**src/verilog/acc_pkg.sv**
```systemverilog
// Purpose: Shared constants for the comparator control block
// Assumes: Byte address is four times the register index
// Notes: Indices below are register indices, not byte addresses
package acc_pkg;
    // ------------------------------------------------------------
    // Register map
    // ------------------------------------------------------------
    localparam int ADDR_W = 8;
    localparam int DATA_W = 8;
    localparam logic [5:0] IDX_DIN_DISABLE = 6'h01;
    localparam logic [5:0] IDX_CONV_CTRL_B = 6'h03;
    localparam logic [5:0] IDX_COMP_CTRL = 6'h08;
    // ------------------------------------------------------------
    // Field positions
    // ------------------------------------------------------------
    localparam int CTRLB_MUX_EN_BIT = 6;
    localparam int CTRLB_BUSY_BIT = 7;
    localparam int CMP_POWER_OFF_BIT = 7;
    localparam int CMP_BANDGAP_BIT = 6;
    localparam int CMP_OUT_BIT = 5;
    localparam int CMP_FLAG_BIT = 4;
    localparam int CMP_IRQ_EN_BIT = 3;
    localparam int CMP_MODE_HI_BIT = 1;
    localparam int CMP_MODE_LO_BIT = 0;
    localparam int DIN_NEG_OFF_BIT = 5;
    localparam int DIN_POS_OFF_BIT = 4;
    // ------------------------------------------------------------
    // Reset values
    // ------------------------------------------------------------
    localparam logic [7:0] CTRLB_RESET = 8'h00;
    localparam logic [1:0] MODE_RESET = 2'h0;
    localparam logic [1:0] DIN_RESET = 2'h0;
    localparam logic [7:0] READ_UNMAPPED = 8'h00;
    // ------------------------------------------------------------
    // Event modes and channel codes
    // ------------------------------------------------------------
    typedef enum logic [1:0] {
        ACC_MODE_TOGGLE = 2'h0,
        ACC_MODE_RESVD = 2'h1,
        ACC_MODE_FALL = 2'h2,
        ACC_MODE_RISE = 2'h3
    } acc_mode_t;
    localparam logic [2:0] CHAN_LAST_PIN = 3'h3;
    localparam int SYNC_STAGES = 2;
endpackage : acc_pkg

```
**src/verilog/acc_sync.sv**
```systemverilog
// Purpose: Two-flop level synchroniser
// Assumes: Input may change at any time
// Notes: First stage feeds only the second
`timescale 1ns/10ps
module acc_sync (
    // Clock and reset
    input wire logic clk_i,
    input wire logic rst_n_i,
    // Data
    input wire logic d_i,
    output logic q_o
);
    import acc_pkg::*;

    logic meta_reg;
    logic sync_reg;

    always_ff @(posedge clk_i or negedge rst_n_i) begin
        if (!rst_n_i) begin
            meta_reg <= 1'b0;
            sync_reg <= 1'b0;
        end else begin
            meta_reg <= d_i;
            sync_reg <= meta_reg;
        end
    end

    assign q_o = sync_reg;
endmodule : acc_sync

```
**src/verilog/acc_edge.sv**
```systemverilog
// Purpose: Output event detector for the comparator
// Assumes: Level is already synchronised
// Notes: Reserved mode never fires
`timescale 1ns/10ps
module acc_edge (
    // Clock and reset
    input wire logic clk_i,
    input wire logic rst_n_i,
    // Level and mode
    input wire logic level_i,
    input wire acc_pkg::acc_mode_t mode_i,
    // Event
    output logic event_o
);
    import acc_pkg::*;

    logic prev_reg;
    logic rise_w;
    logic fall_w;

    always_ff @(posedge clk_i or negedge rst_n_i) begin
        if (!rst_n_i) begin
            prev_reg <= 1'b0;
        end else begin
            prev_reg <= level_i;
        end
    end

    assign rise_w = level_i & ~prev_reg;
    assign fall_w = ~level_i & prev_reg;
    assign event_o = (mode_i == ACC_MODE_TOGGLE) ? (rise_w | fall_w) :
                     (mode_i == ACC_MODE_FALL) ? fall_w :
                     (mode_i == ACC_MODE_RISE) ? rise_w : 1'b0;
endmodule : acc_edge

```
**src/verilog/acc_top.sv**
```systemverilog
// Purpose: Control logic around the analog comparator
// Assumes: Register strobes are one cycle, read data one cycle later
// Notes: Analog switches sit outside; this block drives their selects
//
// Contract
// - Mux on, converter off, channel code 0 to 3: analog pin chosen
// - Otherwise the dedicated negative pin
// - Power-off bit 7 switches comparator off
// - Bandgap select replaces positive pin
// - Output synchronised, one to two cycles
// - Selected edge type sets event flag
// - Irq needs flag, enable and global enable
// - Flag cleared by vector or one-write
// - Mode codes: toggle, reserved, fall, rise
// - Reserved bits read as zero
// - Buffer-off bits force port input zero
// - Output high when positive exceeds negative
`timescale 1ns/10ps
module acc_top (
    // Clock and reset
    input wire logic clk_i,
    input wire logic nrst_i,
    // Register port
    input wire logic [acc_pkg::ADDR_W-1:0] addr_i,
    input wire logic [acc_pkg::DATA_W-1:0] wdata_i,
    input wire logic wr_i,
    input wire logic rd_i,
    output logic [acc_pkg::DATA_W-1:0] rdata_o,
    // Converter state
    input wire logic converter_on_i,
    input wire logic [2:0] channel_select_i,
    // Processor interrupt path
    input wire logic global_irq_en_i,
    input wire logic irq_ack_i,
    output logic irq_o,
    // Analog side
    input wire logic comp_raw_i,
    output logic comparator_power_off_o,
    output logic bandgap_select_o,
    output logic neg_from_analog_o,
    output logic [1:0] neg_channel_o,
    // Port pins
    input wire logic [1:0] pin_in_i,
    output logic [1:0] pin_buffer_off_o,
    output logic [1:0] pin_read_o
);
    import acc_pkg::*;

    // ------------------------------------------------------------
    // Reset release
    // ------------------------------------------------------------
    // Two edges of delay so no flop leaves reset on its own
    logic rst_meta_reg;
    logic rst_n;

    always_ff @(posedge clk_i or negedge nrst_i) begin
        if (!nrst_i) begin
            rst_meta_reg <= 1'b0;
            rst_n <= 1'b0;
        end else begin
            rst_meta_reg <= 1'b1;
            rst_n <= rst_meta_reg;
        end
    end

    // ------------------------------------------------------------
    // Address decode
    // ------------------------------------------------------------
    wire [5:0] idx_w = addr_i[7:2];
    wire aligned_w = (addr_i[1:0] == 2'h0);
    wire hit_ctrlb_w = aligned_w && (idx_w == IDX_CONV_CTRL_B);
    wire hit_comp_w = aligned_w && (idx_w == IDX_COMP_CTRL);
    wire hit_din_w = aligned_w && (idx_w == IDX_DIN_DISABLE);
    wire wr_ctrlb_w = wr_i && hit_ctrlb_w;
    wire wr_comp_w = wr_i && hit_comp_w;
    wire wr_din_w = wr_i && hit_din_w;

    // ------------------------------------------------------------
    // State
    // ------------------------------------------------------------
    logic [6:0] ctrlb_reg;
    logic power_off_reg;
    logic bandgap_reg;
    logic flag_reg;
    logic flag_next;
    logic irq_en_reg;
    acc_mode_t mode_reg;
    logic [1:0] din_off_reg;
    logic irq_reg;
    logic neg_analog_reg;
    logic [1:0] neg_chan_reg;
    logic [1:0] pin_read_reg;
    logic [7:0] rdata_reg;
    logic comp_sync;
    logic comp_event;

    // ------------------------------------------------------------
    // Comparator output path
    // ------------------------------------------------------------
    // Raw level is high while positive input exceeds negative input
    acc_sync u_sync (
        .clk_i(clk_i),
        .rst_n_i(rst_n),
        .d_i(comp_raw_i),
        .q_o(comp_sync)
    );

    acc_edge u_edge (
        .clk_i(clk_i),
        .rst_n_i(rst_n),
        .level_i(comp_sync),
        .mode_i(mode_reg),
        .event_o(comp_event)
    );

    // ------------------------------------------------------------
    // Negative input routing
    // ------------------------------------------------------------
    // Codes above the last pin fall back to the dedicated pin
    wire mux_en_w = ctrlb_reg[CTRLB_MUX_EN_BIT];
    wire chan_ok_w = (channel_select_i <= CHAN_LAST_PIN);
    wire neg_analog_w = mux_en_w && !converter_on_i && chan_ok_w;
    wire [1:0] neg_chan_w = neg_analog_w ? channel_select_i[1:0] : 2'h0;

    // ------------------------------------------------------------
    // Event flag
    // ------------------------------------------------------------
    // A new event beats a clear in the same cycle
    wire flag_clr_w = irq_ack_i || (wr_comp_w && wdata_i[CMP_FLAG_BIT]);
    assign flag_next = comp_event || (flag_reg && !flag_clr_w);

    // ------------------------------------------------------------
    // Read data
    // ------------------------------------------------------------
    wire [7:0] comp_rd_w = {power_off_reg, bandgap_reg, comp_sync, flag_reg,
                            irq_en_reg, 1'b0, mode_reg};
    wire [7:0] ctrlb_rd_w = {1'b0, ctrlb_reg};
    wire [7:0] din_rd_w = {2'h0, din_off_reg, 4'h0};
    wire [7:0] rd_sel_w = hit_comp_w ? comp_rd_w :
                          hit_ctrlb_w ? ctrlb_rd_w :
                          hit_din_w ? din_rd_w : READ_UNMAPPED;

    // ------------------------------------------------------------
    // Per-pin input buffer gating
    // ------------------------------------------------------------
    logic [1:0] pin_read_next;
    genvar gi;
    generate
        for (gi = 0; gi < 2; gi++) begin : g_pin
            assign pin_read_next[gi] = pin_in_i[gi] & ~din_off_reg[gi];
        end
    endgenerate

    // ------------------------------------------------------------
    // Registers
    // ------------------------------------------------------------
    always_ff @(posedge clk_i or negedge rst_n) begin
        if (!rst_n) begin
            ctrlb_reg <= CTRLB_RESET[6:0];
            din_off_reg <= DIN_RESET;
        end else begin
            if (wr_ctrlb_w) begin
                ctrlb_reg <= wdata_i[6:0];
            end
            if (wr_din_w) begin
                din_off_reg <= {wdata_i[DIN_NEG_OFF_BIT], wdata_i[DIN_POS_OFF_BIT]};
            end
        end
    end

    always_ff @(posedge clk_i or negedge rst_n) begin
        if (!rst_n) begin
            power_off_reg <= 1'b0;
            bandgap_reg <= 1'b0;
            irq_en_reg <= 1'b0;
            mode_reg <= ACC_MODE_TOGGLE;
        end else if (wr_comp_w) begin
            power_off_reg <= wdata_i[CMP_POWER_OFF_BIT];
            bandgap_reg <= wdata_i[CMP_BANDGAP_BIT];
            irq_en_reg <= wdata_i[CMP_IRQ_EN_BIT];
            mode_reg <= acc_mode_t'({wdata_i[CMP_MODE_HI_BIT], wdata_i[CMP_MODE_LO_BIT]});
        end
    end

    always_ff @(posedge clk_i or negedge rst_n) begin
        if (!rst_n) begin
            flag_reg <= 1'b0;
            irq_reg <= 1'b0;
        end else begin
            flag_reg <= flag_next;
            irq_reg <= flag_reg && irq_en_reg && global_irq_en_i;
        end
    end

    always_ff @(posedge clk_i or negedge rst_n) begin
        if (!rst_n) begin
            neg_analog_reg <= 1'b0;
            neg_chan_reg <= 2'h0;
            pin_read_reg <= 2'h0;
            rdata_reg <= READ_UNMAPPED;
        end else begin
            neg_analog_reg <= neg_analog_w;
            neg_chan_reg <= neg_chan_w;
            pin_read_reg <= pin_read_next;
            rdata_reg <= rd_i ? rd_sel_w : READ_UNMAPPED;
        end
    end

    // ------------------------------------------------------------
    // Outputs
    // ------------------------------------------------------------
    assign rdata_o = rdata_reg;
    assign irq_o = irq_reg;
    assign comparator_power_off_o = power_off_reg;
    assign bandgap_select_o = bandgap_reg;
    assign neg_from_analog_o = neg_analog_reg;
    assign neg_channel_o = neg_chan_reg;
    assign pin_buffer_off_o = din_off_reg;
    assign pin_read_o = pin_read_reg;
endmodule : acc_top

```
**config.mk**
```make
export PLATFORM = sky130hd
export DESIGN_NAME = acc_top
export DESIGN_NICKNAME = d
export VERILOG_FILES = /design/src/verilog/acc_pkg.sv /design/src/verilog/acc_sync.sv /design/src/verilog/acc_edge.sv /design/src/verilog/acc_top.sv
export SDC_FILE = /design/constraint.sdc
export NUM_CORES = 1
export LEC_CHECK = 0
export BUFFER_PORTS_ARGS = -buffer_cell sky130_fd_sc_hd__buf_4
export CORE_AREA = 2 2 56 58
export DETAILED_ROUTE_END_ITERATION = 7
export DIE_AREA = 0 0 58 60
export PLACE_DENSITY = 0.84
export SLEW_MARGIN = 20
export SYNTH_ARGS = -nofsm -noshare
export SYNTH_HDL_FRONTEND = slang
export SYNTH_SLANG_ARGS = --single-unit
```
**constraint.sdc**
```tcl
create_clock -name clk_i -period 1.15 [get_ports clk_i]
set_input_delay 0.0575 -clock clk_i [delete_from_list [all_inputs] [get_ports clk_i]]
set_output_delay 0.0575 -clock clk_i [all_outputs]
set_load 0.01 [all_outputs]
```
==> results.py, run 1 <==
metrics = {
    "synth": {
        "yosys.area.top_type": "dfrtp_1",
        "ys_seq_area_share_pct": 63.8,
        "postSynthCellCount": 91,
        "async_reset_ff_share_pct": 100,
        "synth_area_leaders": "dfrtp_1, mux2_2, mux2_4",
        "yosys_warnings": 0,
        "synth_edf_count": 0,
        "synth.distinct_cells": 30,
        "synth_ff_type": "dfrtp_1",
        "synth_seq_cells": 34,
        "synth_top_area_share_pct": 63.8,
        "syn_avg_cell_area_um2": 14.6,
        "syn_area_mm2": 0.00133,
        "synth.net_count": 122,
    },
    "critical_path": {
        "cp-endpoint": "mode_reg[1]",
        "critPathLaunch": "addr_i[2]",
        "r2r_end": "flag_reg",
        "r2r_cells": 5,
        "arrival_ns": 1.51,
        "r2r_slack_ns": -0.01,
        "rr_startpoint": "u_sync.q_o",
        "crit_path_end_kind": "register",
        "worstPathMaxFanout": 5,
        "start_kind": "primary input",
        "crit_required_ns": 1.38,
        "crit_type": "in2reg",
    },
    "die": {
        "design.die.area_mm2": 0.00348,
        "fp.coreArea_mm2": 0.00290,
        "io_pins": 47,
        "initial_core_util_pct": 45.9,
        "die_h_um": 60,
        "die_w_um": 58,
        "rows": 20,
    },
    "hold_path": {
        "hold_path_class": "in2async",
    },
    "pwr": {
        "ir_drop_uv": 809,
        "p_per_area_mw_per_mm2": 1070,
        "p_leak_nw": 1.09,
    },
    "placement": {
        "placed_cell_area_mm2": 0.00183,
        "hpwl_mm": 2.26,
        "numPortBuffers": 46,
        "gp_congestion": 0.779,
    },
    "timing": {
        "skew_ns": 0.0103,
        "min_period_ns": 1.28,
        "clock.fmax_ghz": 0.779,
        "drv_slew": 0,
        "hold_viol": 0,
        "finalSetupTns_ns": -0.624,
        "finalSetupViolCount": 6,
        "rsz0062_at_grt": "yes",
        "fin_crit_sh_pct": 112,
        "postLayoutSetupSlackWorst_ns": -0.134,
    },
    "detailed_routing": {
        "highest_layer": "met4",
        "dr.pass1.iters": 4,
        "wire_per_inst_um": 15.4,
        "wl_mm": 3.22,
        "drt_iter0_drc": 18,
        "viasPerCell": 5.08,
        "met2_wirelength_mm": 1.70,
        "drc": 0,
        "wl_met1_mm": 1.31,
        "wl_met3_um": 136,
        "via_count": 1061,
        "antenna_left": 0,
    },
    "final_layout": {
        "layout_common_cells": "buf_4, dfrtp_1, dlygate4sd3_1",
        "area_growth_pct": 57.4,
        "antenna_cells": 0,
        "fin_area_mm2": 0.00210,
        "largest_reg_flops": 8,
        "layout-drive-gt1-share_pct": 50.6,
        "final_common_cell": "buf_4",
        "nNetsFinal": 206,
    },
    "clocking": {
        "clk_pin_slew_worst_paths_ns": 0.10,
        "cts_max_path_buffers": 2,
        "root_buffer": "clkbuf_4",
        "clock_latency_ns": 0.34,
        "cts_inserted_buffers": 5,
        "h-tree-depth": 2,
        "cts_sinks": 34,
        "cts_tree": "built",
    },
    "job": {
        "cap_viol_max_count": 0,
    },
    "global_route": {
        "grt.overflow.total": 0,
        "grt_max_degree": 33,
        "grt.total_usage_pct": 20.6,
        "antenna_found_initial": 0,
        "grt_pass1_vias": 1103,
        "grt_pass1_wl_mm": 5.20,
    },
    "run_status": {
        "outcome": "complete, but fails checks",
        "violations": "negative setup slack",
    },
}
stage by stage:
step           instances  hold WS (ns)  util, %  power [mW]  setup WS [ns]
2_1_floorplan         91        -0.238        -        1.37         -0.404
3_3_place_gp         182        -0.161     63.2        1.51         -0.482
3_5_place_dp         182        -0.159     63.2        1.52         -0.505
4_1_cts              208       0.00547     71.8        2.27         -0.111
5_1_grt              209        0.0108     72.2        2.36         -0.118
6_report             209        0.0341     72.2        2.25         -0.134
cells in the mapped netlist (2+ instances only):
library cell	n
nand3_1	2
ha_1	2
mux2_2	9
mux2i_1	2
o2bb2ai_1	2
and4_1	2
inv_1	4
and2_1	4
a22o_1	4
nor2b_1	2
dfrtp_1	34
mux2_4	5
nor4_1	2
cell type report:
class | instances | area, um2
fillers | 194 | 806
flip-flops and latches | 34 | 851
inverters | 4 | 15.0
repair buffers | 80 | 651
well taps | 33 | 41.3
clock inverters | 2 | 12.5
multi-input cells | 50 | 475
clock buffers | 6 | 51.3
worst max-delay path: stages:
cell and delay [ns]:
buf_6 0.09, or4b_4 0.53, or4_4 0.50, mux2_4 0.33
worst min path at each step:
stage,end,cells after the start
final,rst_meta_reg,2
after global routing,rst_meta_reg,2
after CTS,rst_meta_reg,2
after detailed placement,rst_meta_reg,1
after global placement,rst_meta_reg,1
after floorplan,rst_meta_reg,0
where the power goes:
group,switching [mW],total [mW],internal [mW]
registers,0.0294,1.27,1.24
logic,0.104,0.290,0.186
clock network,0.404,0.697,0.294
total,0.537,2.25,1.72
timing repair:
| item | CTS | global route |
|---|---|---|
| hold buffers | 17 | 0 |
| buffers inserted | 1 | 1 |
| gates resized for setup | 2 | 1 |
| endpoints found under the hold margin | 23 | 0 |
| setup endpoints to repair | 6 | 13 |
routing by layer:
layer,global-route usage (%),up-vias
li1,-,496
met1,23.9,521
met2,35.1,32
met3,6.06,12
met4,9.63,0
met5,0,-
cells by family (layout without fill, tap and decap cells):
family / count (synthesis) / count (layout) / synth area share [%]
flops: 34 / 34 / 63.9
simple gates: 22 / 22 / 11.1
mux: 16 / 16 / 14.7
compound gates: 9 / 9 / 5.54
buf+inv: 7 / 92 / 2.63
fa+ha+maj: 2 / 2 / 1.88
other cells: 1 / 1 / 0.281
(Power assumes the default switching activity.)
==> run 2: changes to the inputs <==
CELL_PAD_IN_SITES_DETAIL_PLACEMENT = 2   (was not set)
CELL_PAD_IN_SITES_GLOBAL_PLACEMENT = 2   (was not set)
CORE_AREA = 2 2 69 71   (was 2 2 56 58)
DIE_AREA = 0 0 71 73   (was 0 0 58 60)
PLACE_DENSITY = 0.83   (was 0.84)
==> results.py, run 2 (synthesized netlist as in run 1, its figures left out) <==
metrics = {
    "critical_path": {
        "start_kind": "primary input",
        "slowest_delay_ns": 0.54,
        "crit_type": "in2reg",
        "r2r_end": "flag_reg",
        "r2r_slack_ns": -0.11,
        "path_cells": "buf_6, or4b_4, or4_4, mux2_4",
        "crit_family": "simple AND/OR/NAND/NOR gates",
        "arrival_ns": 1.54,
        "r2r_cells": 5,
        "critPathBufInv": 1,
        "worstPathMaxFanout": 5,
        "crit_path_end_kind": "register",
        "crit_cells": 4,
        "crit_required_ns": 1.32,
        "crit_path_top_delay_cell": "or4b_4",
        "rr_startpoint": "u_edge.prev_reg",
    },
    "detailed_routing": {
        "drc": 0,
        "dr.pass1.iters": 4,
        "antenna_left": 0,
        "drt_iter0_drc": 50,
        "via_count": 1062,
        "wire_per_inst_um": 19.9,
        "wl_mm": 4.43,
        "viasPerCell": 4.78,
    },
    "die": {
        "rows": 25,
        "design.die.area_mm2": 0.00518,
        "die_h_um": 73,
        "fp.coreArea_mm2": 0.00454,
        "initial_core_util_pct": 29.4,
        "io_pins": 47,
        "die_w_um": 71,
    },
    "hold_path": {
        "hold_path_class": "in2reg",
        "holdPathStages": 2,
        "hp-start": "wdata_i[7]",
        "min_to": "comparator_power_off_o",
    },
    "final_layout": {
        "layout_common_cells": "buf_4, dfrtp_1, mux2_4",
        "final_cells": 222,
        "layout-drive-gt1-share_pct": 54.2,
        "area_growth_pct": 60.4,
        "largest_reg_flops": 8,
        "nFillCells": 438,
        "antenna_cells": 0,
        "final_core_util_pct": 47.1,
        "multi_input_area_um2": 529,
        "register_area_um2": 851,
        "final_common_cell": "buf_4",
        "nNetsFinal": 198,
    },
    "timing": {
        "rsz0062_at_grt": "yes",
        "skew_ns": 0.0118,
        "postLayoutSetupSlackWorst_ns": -0.219,
        "clock.fmax_ghz": 0.731,
        "drv_slew": 0,
        "hold_viol": 0,
        "finalSetupViolCount": 8,
        "finalHoldWorstSlack_ns": 0.0124,
        "fin_crit_sh_pct": 119,
        "finalSetupTns_ns": -1.14,
        "min_period_ns": 1.37,
    },
    "clocking": {
        "root_buffer": "clkbuf_8",
        "clock_latency_ns": 0.29,
        "cts_sinks": 34,
        "cts_inserted_buffers": 5,
        "cts_tree": "built",
        "clk_pin_slew_worst_paths_ns": 0.06,
        "h-tree-depth": 2,
        "cts_max_path_buffers": 2,
    },
    "placement": {
        "pre_cts_slack_ns": -0.541,
        "hpwl_mm": 2.90,
        "place_inst": 201,
        "numPortBuffers": 46,
        "gp_congestion": 0.738,
    },
    "pwr": {
        "p_leak_nw": 1.08,
        "ir_drop_uv": 591,
        "p_per_area_mw_per_mm2": 1180,
    },
    "global_route": {
        "grt.total_usage_pct": 16.7,
        "grt_max_degree": 33,
        "antenna_found_initial": 0,
        "grt_pass1_vias": 1168,
        "grt.overflow.total": 0,
        "grt_pass1_wl_mm": 6.34,
    },
    "run_status": {
        "outcome": "complete, but fails checks",
        "violations": "negative setup slack",
    },
    "job": {
        "cap_viol_max_count": 0,
    },
}
## run 2: cell count changes in the layout (fill, tap and decap cells not counted), moves of 3 or more
cell / previous run / this run
buf_4: 61 / 58
clkbuf_4: 5 / 0
clkbuf_8: 1 / 6
dlygate4sd3_1: 17 / 11
mux2_2: 9 / 2
mux2_4: 5 / 12
## run 2: worst max path at each step
stage               from                      to  slack [ns]
6_report       addr_i[2]        bandgap_select_o       -0.22
3_5_place_dp   addr_i[2]        bandgap_select_o       -0.54
5_1_grt        addr_i[2]        bandgap_select_o       -0.21
2_1_floorplan  addr_i[2]        bandgap_select_o       -0.40
4_1_cts        addr_i[2]        bandgap_select_o       -0.21
3_3_place_gp   addr_i[2]  comparator_power_off_o       -0.49
## run 2: per-layer routing
layer  global-route usage (%)  wire, um  vias up
met4                     5.66        98        0
met1                     18.7      1680      551
li1                         -         -      473
met3                     5.25       154       10
met2                     30.1      2500       28
met5                        0         0        -
## run 2: report_power, final
part	leakage (nW)	switching, mW	total (mW)	internal, mW
Clock	0.0472	0.453	0.934	0.481
Sequential	0.452	0.0356	1.27	1.24
Combinational	0.583	0.122	0.307	0.185
Total	1.08	0.611	2.51	1.90
## run 2: final cells by class
| type | instances | area share, % |
|---|---|---|
| well taps | 54 | 3.16 |
| inverters | 4 | 0.703 |
| clock buffers | 6 | 3.86 |
| flip-flops and latches | 34 | 39.8 |
| clock inverters | 2 | 0.585 |
| repair buffers | 72 | 27.1 |
| multi-input cells | 50 | 24.8 |
## run 2: repair_timing
item | CTS | global route
setup buffers | 1 | 1
setup endpoints to repair | 13 | 20
endpoints found under the hold margin | 9 | 2
pin swaps | 2 | 5
hold buffers | 9 | 2
resized for setup | 3 | 13
## run 2: per-stage QoR
| step | power (mW) | cell area (um2) |
|---|---|---|
| 2_1_floorplan | 1.37 | 1360 |
| 3_3_place_gp | 1.51 | 1850 |
| 3_5_place_dp | 1.53 | 1850 |
| 4_1_cts | 2.50 | 2050 |
| 5_1_grt | 2.63 | 2140 |
| 6_report | 2.51 | 2140 |
==> run 3: changes to the inputs <==
==> constraint.sdc (replaced) <==
create_clock -name clk_i -period 1.15 [get_ports clk_i]
set_input_delay 0.23 -clock clk_i [delete_from_list [all_inputs] [get_ports clk_i]]
set_output_delay 0.23 -clock clk_i [all_outputs]
set_load 0.01 [all_outputs]
==> results.py, run 3 (synthesized netlist as in run 1, its figures left out) <==
metrics = {
    "die": {
        "design.die.area_mm2": 0.00518,
        "initial_core_util_pct": 29.4,
        "fp.coreArea_mm2": 0.00454,
        "die_w_um": 71,
        "die_h_um": 73,
        "rows": 25,
        "io_pins": 47,
    },
    "clocking": {
        "cts_max_path_buffers": 2,
        "h-tree-depth": 2,
        "clk_pin_slew_worst_paths_ns": 0.07,
        "root_buffer": "clkbuf_8",
        "cts_inserted_buffers": 5,
        "cts_tree": "built",
        "cts_sinks": 34,
        "clock_latency_ns": 0.29,
    },
    "detailed_routing": {
        "dr.pass1.iters": 5,
        "via_count": 1024,
        "wire_per_inst_um": 17.9,
        "wl_mm": 3.84,
        "drt_iter0_drc": 62,
        "antenna_left": 0,
        "viasPerCell": 4.76,
        "drc": 0,
    },
    "pwr": {
        "ir_drop_uv": 350,
        "p_leak_nw": 1.08,
        "p_per_area_mw_per_mm2": 1220,
        "fin_total_pwr_mw": 2.57,
    },
    "final_layout": {
        "antenna_cells": 0,
        "nNetsFinal": 191,
        "final_common_cell": "buf_4",
        "layout_common_cells": "buf_4, dfrtp_1, mux2_4",
        "nFillCells": 443,
        "largest_reg_flops": 8,
        "layout-drive-gt1-share_pct": 59.0,
        "final_core_util_pct": 46.6,
        "area_growth_pct": 58.5,
    },
    "critical_path": {
        "crit_type": "in2reg",
        "start_kind": "primary input",
        "crit_required_ns": 1.33,
        "critPathLaunch": "addr_i[2]",
        "rr_startpoint": "u_sync.q_o",
        "arrival_ns": 1.69,
        "crit_path_end_kind": "register",
        "r2r_slack_ns": -0.11,
        "worstPathMaxFanout": 5,
    },
    "hold_path": {
        "hold_path_class": "in2reg",
        "hp-start": "comp_raw_i",
    },
    "run_status": {
        "outcome": "complete, but fails checks",
        "violations": "negative setup slack",
    },
    "global_route": {
        "grt.total_usage_pct": 16.3,
        "grt_pass1_vias": 1173,
        "antenna_found_initial": 0,
        "grt.overflow.total": 0,
        "grt_max_degree": 33,
        "grt_pass1_wl_mm": 6.22,
    },
    "timing": {
        "finalHoldWorstSlack_ns": 0.0435,
        "rsz0062_at_grt": "yes",
        "finalSetupTns_ns": -5.32,
        "drv_slew": 0,
        "hold_viol": 0,
        "finalSetupViolCount": 22,
        "clock.fmax_ghz": 0.659,
        "skew_ns": 0.00605,
        "postLayoutSetupSlackWorst_ns": -0.367,
        "min_period_ns": 1.52,
        "fin_crit_sh_pct": 132,
    },
    "job": {
        "cap_viol_max_count": 0,
    },
    "placement": {
        "hpwl_mm": 2.79,
        "numPortBuffers": 46,
        "gp_congestion": 0.717,
    },
}
-- run 3: through the flow --
stage | instances | worst slack (ns) | cell area (um2)
after detailed placement | 200 | -0.681 | 1880
after CTS | 212 | -0.351 | 2060
after global routing | 215 | -0.384 | 2110
final | 215 | -0.367 | 2110
after global placement | 200 | -0.661 | 1880
after floorplan | 91 | -0.576 | 1390
-- run 3: final timing paths --
path	end	depth (start not counted)
max	mode_reg[0]	4
min	u_sync.meta_reg	1
max reg2reg	flag_reg	5
min reg2reg	mode_reg[0]	1
max in group asynchronous	pin_read_o[0]	1
min in group asynchronous	rst_n	2
-- run 3: critical path, stage by stage --
cell    delay, ns
buf_6        0.09
or4b_4       0.53
or4_4        0.51
mux2_4       0.33
-- run 3: repair_timing --
action	4_1_cts	5_1_grt
setup buffers	3	3
setup endpoints to repair	23	22
hold endpoints to repair	2	0
gates resized for setup	10	4
hold buffers	1	0
pin swaps	7	3
-- run 3: report_power, final --
part           switching [mW]  internal, mW  total (mW)  leakage, nW
registers              0.0326          1.24        1.27        0.452
clock network           0.419         0.604        1.02       0.0575
logic                   0.109         0.163       0.272        0.568
total                   0.561          2.00        2.57         1.08
-- run 3: cell type report --
class                           instances  area (um2)  area share [%]
Sequential cell                        34         851            40.3
Multi-Input combinational cell         50         547            25.9
Timing Repair Buffer                   65         522            24.7
Clock buffer                            8         110            5.21
Tap cell                               54        67.6            3.20
Inverter                                4        15.0           0.711
-- run 3: metal layers --
metal  part of all wire (%)  vias to the layer above  track usage, %
met1                     37                      514            18.1
met5                      0                        -               0
met4                   0.89                        0            6.92
met2                     55                       45            29.5
met3                    6.2                        5            4.14
li1                       -                      460               -
